`src/design/hcs_pkg.sv`:
```
// Package: offsets, fields and timing constants of the command and status register
package hcs_pkg;
  localparam logic [31:0] HCS_BASE_CFG_OFFSET = 32'h0000_0010;
  localparam logic [7:0]  HCS_CMD_STATUS_OFF  = 8'h08;
  localparam int          HCS_RESET_BIT       = 0;
  localparam int          HCS_CTRL_FILLED_BIT = 1;
  localparam int          HCS_BULK_FILLED_BIT = 2;
  localparam int          HCS_OWN_REQ_BIT     = 3;
  localparam int          HCS_SOC_LSB         = 16;
  localparam int          HCS_SOC_MSB         = 17;
  localparam int          HCS_OWN_EVENT_BIT   = 30;
  localparam logic [1:0]  HCS_SOC_RESET       = 2'h0;
  localparam logic [31:0] HCS_REG_RESET       = 32'h0000_0000;
  localparam int          HCS_CLK_MHZ         = 50;
  localparam int          HCS_SRST_MAX_US     = 10;
  localparam int          HCS_SRST_CYCLES_RAW = HCS_SRST_MAX_US * HCS_CLK_MHZ;
  localparam logic [9:0]  HCS_SRST_CYCLES     = 10'(HCS_SRST_CYCLES_RAW);
  localparam logic [9:0]  HCS_SRST_WORK       = 10'h010;
endpackage : hcs_pkg

```
`src/design/hcs_command_status.sv`:
```
// Host command and status register with soft reset sequencing
`timescale 1ns/100ps
module hcs_command_status (
  input  wire logic        clk,
  input  wire logic        rst_n,
  input  wire logic        reg_sel,
  input  wire logic [7:0]  reg_addr,
  input  wire logic        reg_wr,
  input  wire logic [31:0] reg_wdata,
  output logic      [31:0] reg_rdata,
  input  wire logic        sched_overrun,
  input  wire logic        handover_done,
  input  wire logic        bulk_list_start,
  input  wire logic        bulk_td_found,
  input  wire logic        control_list_start,
  input  wire logic        control_td_found,
  output logic             bulk_list_process,
  output logic             control_list_process,
  output logic             ownership_change_event,
  output logic             soft_reset_active,
  output logic             suspended_state
);
  import hcs_pkg::*;

  typedef enum {SR_IDLE, SR_BUSY} hcs_srst_type;

  // ----------------------------------------
  // Register decode
  // ----------------------------------------
  logic wr_hit;
  assign wr_hit = reg_sel && reg_wr && (reg_addr == HCS_CMD_STATUS_OFF);

  // ----------------------------------------
  // Command bits
  // ----------------------------------------
  logic         ownership_change_request;
  logic         bulk_list_filled;
  logic         control_list_filled;
  logic         controller_soft_reset;
  logic         next_own_req;
  logic         next_bulk_filled;
  logic         next_ctrl_filled;
  logic         next_soft_reset;
  logic         next_blp;
  logic         next_clp;
  logic         next_susp;
  logic [1:0]   overrun_count;
  hcs_srst_type srst_state;
  hcs_srst_type next_srst_state;
  logic [9:0]   srst_cnt;
  logic [9:0]   next_srst_cnt;
  logic         srst_start;
  logic         srst_done;

  assign srst_start = wr_hit && reg_wdata[HCS_RESET_BIT] && (srst_state == SR_IDLE);
  assign srst_done  = (srst_state == SR_BUSY) && (srst_cnt == HCS_SRST_WORK);

  always_comb begin
    next_own_req     = ownership_change_request;
    next_bulk_filled = bulk_list_filled;
    next_ctrl_filled = control_list_filled;
    next_blp         = 1'b0;
    next_clp         = 1'b0;
    next_susp        = suspended_state;
    next_soft_reset  = controller_soft_reset;
    // Hardware clears first; software writes of one win same cycle, but soft reset completion clears them last
    if (handover_done) begin
      next_own_req = 1'b0;
    end
    if (bulk_list_start) begin
      next_blp         = bulk_list_filled;
      next_bulk_filled = 1'b0;
    end
    if (bulk_td_found) begin
      next_bulk_filled = 1'b1;
    end
    if (control_list_start) begin
      next_clp         = control_list_filled;
      next_ctrl_filled = 1'b0;
    end
    if (control_td_found) begin
      next_ctrl_filled = 1'b1;
    end
    // Writes of zero leave command bits alone; reserved bits dropped
    if (wr_hit) begin
      if (reg_wdata[HCS_OWN_REQ_BIT]) begin
        next_own_req = 1'b1;
      end
      if (reg_wdata[HCS_BULK_FILLED_BIT]) begin
        next_bulk_filled = 1'b1;
      end
      if (reg_wdata[HCS_CTRL_FILLED_BIT]) begin
        next_ctrl_filled = 1'b1;
      end
    end
    if (srst_start) begin
      next_soft_reset = 1'b1;
      next_susp       = 1'b1;
    end
    if (srst_done) begin
      // Operational bits return to reset; suspend state kept
      next_soft_reset  = 1'b0;
      next_own_req     = 1'b0;
      next_bulk_filled = 1'b0;
      next_ctrl_filled = 1'b0;
    end
  end

  always_ff @(posedge clk or negedge rst_n) begin
    if (!rst_n) begin
      ownership_change_request <= 1'b0;
      bulk_list_filled         <= 1'b0;
      control_list_filled      <= 1'b0;
      controller_soft_reset    <= 1'b0;
      bulk_list_process        <= 1'b0;
      control_list_process     <= 1'b0;
      suspended_state          <= 1'b0;
    end else begin
      ownership_change_request <= next_own_req;
      bulk_list_filled         <= next_bulk_filled;
      control_list_filled      <= next_ctrl_filled;
      controller_soft_reset    <= next_soft_reset;
      bulk_list_process        <= next_blp;
      control_list_process     <= next_clp;
      suspended_state          <= next_susp;
    end
  end

  // ----------------------------------------
  // Soft reset sequencer
  // ----------------------------------------
  // Fixed short sequence, well inside the 10 us ceiling; no downstream reset
  always_comb begin
    next_srst_state = srst_state;
    next_srst_cnt   = srst_cnt;
    case (srst_state)
      SR_IDLE: begin
        next_srst_cnt = 10'h000;
        if (srst_start) begin
          next_srst_state = SR_BUSY;
        end
      end
      SR_BUSY: begin
        next_srst_cnt = srst_cnt + 10'h001;
        if (srst_done) begin
          next_srst_state = SR_IDLE;
          next_srst_cnt   = 10'h000;
        end
      end
      default: begin
        next_srst_state = SR_IDLE;
        next_srst_cnt   = 10'h000;
      end
    endcase
  end

  always_ff @(posedge clk or negedge rst_n) begin
    if (!rst_n) begin
      srst_state <= SR_IDLE;
      srst_cnt   <= 10'h000;
    end else begin
      srst_state <= next_srst_state;
      srst_cnt   <= next_srst_cnt;
    end
  end

  assign soft_reset_active = controller_soft_reset;

  // ----------------------------------------
  // Overrun counter
  // ----------------------------------------
  // Steps on each overrun regardless of the status flag; soft reset completion in the same cycle clears it instead
  hcs_wrap_counter u_overrun (
    .clk   (clk),
    .rst_n (rst_n),
    .clear (srst_done),
    .step  (sched_overrun),
    .count (overrun_count)
  );

  // ----------------------------------------
  // Event and read data
  // ----------------------------------------
  assign ownership_change_event = ownership_change_request;

  always_comb begin
    reg_rdata = HCS_REG_RESET;
    reg_rdata[HCS_SOC_MSB:HCS_SOC_LSB] = overrun_count;
    reg_rdata[HCS_OWN_REQ_BIT]     = ownership_change_request;
    reg_rdata[HCS_BULK_FILLED_BIT] = bulk_list_filled;
    reg_rdata[HCS_CTRL_FILLED_BIT] = control_list_filled;
    reg_rdata[HCS_RESET_BIT] = controller_soft_reset;
  end
endmodule : hcs_command_status

```
`src/design/hcs_wrap_counter.sv`:
```
// Two-bit wrapping event counter
`timescale 1ns/100ps
module hcs_wrap_counter (
  input  wire logic       clk,
  input  wire logic       rst_n,
  input  wire logic       clear,
  input  wire logic       step,
  output logic      [1:0] count
);
  import hcs_pkg::*;
  logic [1:0] next_count;

  always_comb begin
    next_count = count;
    if (clear) begin
      next_count = HCS_SOC_RESET;
    end else if (step) begin
      // Wraps 11 to 00 rather than saturating
      next_count = count + 2'h1;
    end
  end

  always_ff @(posedge clk or negedge rst_n) begin
    if (!rst_n) begin
      count <= HCS_SOC_RESET;
    end else begin
      count <= next_count;
    end
  end
endmodule : hcs_wrap_counter

```
`config.mk`:
```
export PLATFORM = sky130hd
export DESIGN_NAME = hcs_command_status
export DESIGN_NICKNAME = d
export VERILOG_FILES = /design/src/design/hcs_pkg.sv /design/src/design/hcs_command_status.sv /design/src/design/hcs_wrap_counter.sv
export SDC_FILE = /design/constraint.sdc
export NUM_CORES = 1
export LEC_CHECK = 0
export BUFFER_PORTS_ARGS = -buffer_cell sky130_fd_sc_hd__buf_2
export CAP_MARGIN = 20
export CORE_AREA = 10 10 61 68
export CTS_BUF_LIST = sky130_fd_sc_hd__clkbuf_16
export CTS_CLUSTER_DIAMETER = 40
export CTS_CLUSTER_SIZE = 10
export DETAILED_ROUTE_END_ITERATION = 16
export DIE_AREA = 0 0 71 78
export PLACE_DENSITY = 0.88
export SLEW_MARGIN = 20
export SYNTH_ARGS = -nofsm -noshare
export SYNTH_HDL_FRONTEND = slang
export SYNTH_SLANG_ARGS = --single-unit
export TNS_END_PERCENT = 1
```
`constraint.sdc`:
```
create_clock -name clk -period 2.7 [get_ports clk]
set_input_delay 0.27 -clock clk [delete_from_list [all_inputs] [get_ports clk]]
set_output_delay 0.27 -clock clk [all_outputs]
set_load 0.02 [all_outputs]
```
# == After elaboration in Yosys (flattened, before gate mapping) ==
# Index checks and enable logic that the tools add are counted.
# word_totals
romBits,0
reg_bits,51
mem_count,0
wordCells,53
mem_bits_rw,0
latchBits,0
output_inout_bits,37
input_bits,50
# classes
div_mod_pow,0
magnitude_cmp,0
addsub,2
multipliers,0
n_eq_ne,6
n_reduce_logical,10
n_mux,25
bitwise_logic,0
shift,0
# op_table
op,count
logical NOT 32 bit,2
2-to-1 mux 32 bit,2
one-hot mux 32 bit (2 select lines),1
"equality test 32 x 1 -> 1 bit, second input constant",1
"equality test 32 x 2 -> 1 bit, second input constant",1
2-to-1 mux 10 bit,2
2-to-1 mux 1 bit,18
"adder 10 x 1 -> 10 bit, second input constant",1
"equality test 10 x 5 -> 1 bit, second input constant",1
"equality test 8 x 4 -> 1 bit, second input constant",1
logical AND 1 bit,5
2-to-1 mux 2 bit,2
"inequality test 2 bit, second input constant",2
nonzero test 2 bit,2
"adder 2 x 1 -> 2 bit, second input constant",1
AND reduction 2 bit,1

# == Logic depth before layout (Yosys ltp) ==
# depth
ltp_word,6
depth_mapped,5
ltp_nobuf,5

# == Modules after synthesis ==
# A second synthesis with hierarchy kept.
# hier_totals
cells_unflattened,120
area_unflattened_um2,1174.9
# modules_own_cells
mod,cells_each,area_per_inst_um2,instances
hcs_command_status,113,1086.0,1
hcs_wrap_counter,7,88.8,1

# == Worst setup path after synthesis ==
# No wires, ideal clock.
# synth_timing
path_kind,reg-to-reg
startpoint,register srst_cnt[6]
endpoint,register srst_cnt[2]
stages_incl_launch_ff,4
synth_period_minus_slack_ps,1541
setup_slack_ps,1159
setup_time_ps,134
arrival_ps,1407
cell_sequence,dfrtp_1 > or4b_4 > o31ai_4 > nor2_1
# synth_via
elab_chain_len,4
# synth_lines
element,line_no,source
"start, declared",hcs_command_status.sv:50,logic [9:0] srst_cnt;
"start signal, assigned",hcs_command_status.sv:163,srst_cnt <= next_srst_cnt;
equality test 10 x 5 -> 1 bit,hcs_command_status.sv:56,assign srst_done = (srst_state == SR_BUSY) && (srst_cnt == HCS_SRST_WORK);
logical AND 1 bit,hcs_command_status.sv:56,
2-to-1 mux 10 bit,hcs_command_status.sv:145,if (srst_done) begin
2-to-1 mux 10 bit,hcs_command_status.sv:136,case (srst_state)
net next_srst_cnt[2],hcs_command_status.sv:51,logic [9:0] next_srst_cnt;
# The timed path passes the listed nets, and every way through them passes these cells.
# A chain may end at the register's enable or synchronous reset.

# == Worst setup path after layout ==
# Ends and elaborated chain as after synthesis.

==> flow_metrics.env <==
export IMPL_final_layout_size_suffix_gt1_frac=0.263
export IMPL_synthTopCellsByArea="dfrtp_1 43%, buf_4 19%, a21oi_1 4.7%, nand4_1 3.2%, inv_1 2.6%"
export IMPL_ys_ff_latch=20
export IMPL_total_power_uw=770
export IMPL_async_reset_ff_frac=1.00
export IMPL_wl_per_cell_um=12.8
export IMPL_power_per_cell_area_mw_per_mm2=581
export IMPL_grt_setup_unrepaired="false"
export IMPL_cp_top_family="simple AND/OR/NAND/NOR gates"
export IMPL_grt_pass1_wl_mm=4.02
export IMPL_hp_class="in -> reg"
export IMPL_place_congestion=0.802
export IMPL_rows=21
export IMPL_clockBufferDepth=2
export IMPL_grt_pass1_vias=947
export IMPL_final_antenna_net_count=0
export IMPL_tns_ps=0
export IMPL_yosysWarningCount=0
export IMPL_slew_headroom=0.549
export IMPL_hpwl_mm=2.03
export IMPL_critPathLaunchType="flop"
export IMPL_vias=869
export IMPL_core_area_mm2=0.00289
export IMPL_cp_required_ps=2820
export IMPL_grt_overflow=0
export IMPL_synth_common_cells="30 x buf_4, 20 x dfrtp_1, 11 x a21oi_1"
export IMPL_die_w_um=71
export IMPL_grt_max_degree=21
export IMPL_period_minus_slack_ps=1690
export IMPL_io_pins=87
export IMPL_fill_cells=281
export IMPL_setup_violations_final=0
export IMPL_worstSetupEndpointType="flop"
export IMPL_avgSynthCellArea_um2=9.71
export IMPL_ys_flop_type="dfrtp_1"
export IMPL_max_cap_viol_count=0
export IMPL_path_cells="or4b_4 > o31ai_4 > nor2_1"
export IMPL_cts_tree="yes"
export IMPL_crit_fanout=9
export IMPL_synth_cell_types=28
export IMPL_critPathMaxStageDelay_ps=600
export IMPL_synth_edf_count=0
export IMPL_antenna_cells=0
export IMPL_drc=0
export IMPL_hold_violations=0
export IMPL_outcome="complete, no violations"
export IMPL_nNetsFinal=205
export IMPL_synth_area_leader_cell="dfrtp_1"
export IMPL_yosysTopAreaCellShare=0.430
export IMPL_antenna_found_initial=0
export IMPL_grt_use_total=0.0835
export IMPL_cts_resized=0
export IMPL_critPathBufInv=0
export IMPL_worst_path_max_delay_cell="or4b_4"
export IMPL_wl_mm=2.38
export IMPL_firstDrtPassIters=4
export IMPL_cts_inserted_buffers=3
export IMPL_yosysMostFrequentCell="buf_4"
export IMPL_viasPerCell=4.67
export IMPL_cts_sinks=20
export IMPL_drv_slew=0
export IMPL_root_buffer="clkbuf_16"
export IMPL_synth_seq_area_share=0.430
export IMPL_worstPathArrival_ps=1810
export IMPL_fin_skew_ps=2.62
export IMPL_htree_levels=1
export IMPL_crit_type="reg -> reg"
export IMPL_tightest_slew_ps=667
export IMPL_peakVddDrop_v=0.000421
export IMPL_drt_iter0_markers=71
export IMPL_areaGrowthSynthToFinish_pct=13.7
export IMPL_p_leak_uw=0.000634
export IMPL_initial_utilization=0.403
export IMPL_clock_latency_ps=250
export IMPL_die_h_um=78
export IMPL_syn_inst=120
export IMPL_max_freq_mhz=592
export IMPL_clk_pin_slew_ps=50
export IMPL_finalCritPeriodShare=0.626
export IMPL_fp_dieArea_mm2=0.00554
export IMPL_portBuffers=32
export IMPL_synth_area_mm2=0.00116
report_power, final:
group / total (uW) / internal [uW] / switching, uW
registers: 335 / 321 / 14.1
clock network: 296 / 197 / 99.0
logic: 139 / 43.7 / 95.5
total: 770 / 562 / 209
per-layer routing:
layer  vias to the layer above  share of wire  GRT usage  wire, um
li1                        420              -          -         -
met1                       410           0.38     0.0777       894
met2                        37           0.51      0.157      1220
met3                         2           0.10     0.0318       242
met4                         0         0.0092     0.0349        22
met5                         -              0          0         0
cell type report:
cell class                      instances  area [um^2]  area share
Multi-Input combinational cell         87          503       0.380
Sequential cell                        20          500       0.378
Timing Repair Buffer                   33          170       0.128
Clock buffer                            3         75.1      0.0567
Tap cell                               34         42.5      0.0321
Inverter                                8         30.0      0.0227
Clock inverter                          1         3.75     0.00283
through the flow:
step / util / area (um^2) / hold slack [ps] / setup slack, ps / std cells
finish: 0.458 / 1330 / 248 / 1010 / 186
global route: 0.458 / 1330 / 247 / 924 / 186
CTS: 0.458 / 1330 / 245 / 1000 / 186
detailed placement: 0.428 / 1240 / 235 / 1020 / 181
global placement: 0.428 / 1240 / 232 / 1030 / 181
floorplan: - / 1260 / -25.6 / 1160 / 145
layout by cell type (no fill, tap or decap), types with 2 or more instances in the layout:
cell type and instances:
inv_1 8, xor2_1 3, o21ai_0 3, and2_1 2, xnor2_1 2, or3_1 2
ha_1 2, clkbuf_16 3, o31ai_1 2, nor2_1 7, buf_2 32, nand2_1 4
nand4_1 6, dfrtp_1 20, or4_1 2, conb_1 26, nand3_1 4, a21oi_1 11
flip-flops by register name, summed over array words and instances, names as in the netlist:
signal,count
ownership_change_event,1
srst_state,1
control_list_process,1
control_list_filled,1
bulk_list_process,1
suspended_state,1
u_overrun.count,2
soft_reset_active,1
srst_cnt,10
bulk_list_filled,1
repair_timing:
item,CTS,global route
buffers inserted,0,0
endpoints found under the hold margin,20,0
hold buffers,1,0
worst paths after layout:
kind	slack (ps)	depth (start not counted)	from	to
max	1010	3	srst_cnt[6]$_DFF_PN0_	srst_cnt[2]$_DFF_PN0_
min	250	2	control_list_start	control_list_process$_DFF_PN0_
max reg2reg	1010	3	srst_cnt[6]$_DFF_PN0_	srst_cnt[2]$_DFF_PN0_
min reg2reg	480	1	suspended_state$_DFFE_PN0P_	suspended_state$_DFFE_PN0P_
max in group asynchronous	1900	2	rst_n	u_overrun.count[1]$_DFFE_PN0P_
min in group asynchronous	500	2	rst_n	srst_cnt[3]$_DFF_PN0_
cell families after synthesis:
group,synth area share
compound gates,0.103
xor+xnor,0.0376
fa+ha+maj,0.0215
buf+inv,0.219
flops,0.430
other cells,0.00322
simple gates,0.186
Power figures use the tool's default switching activity.
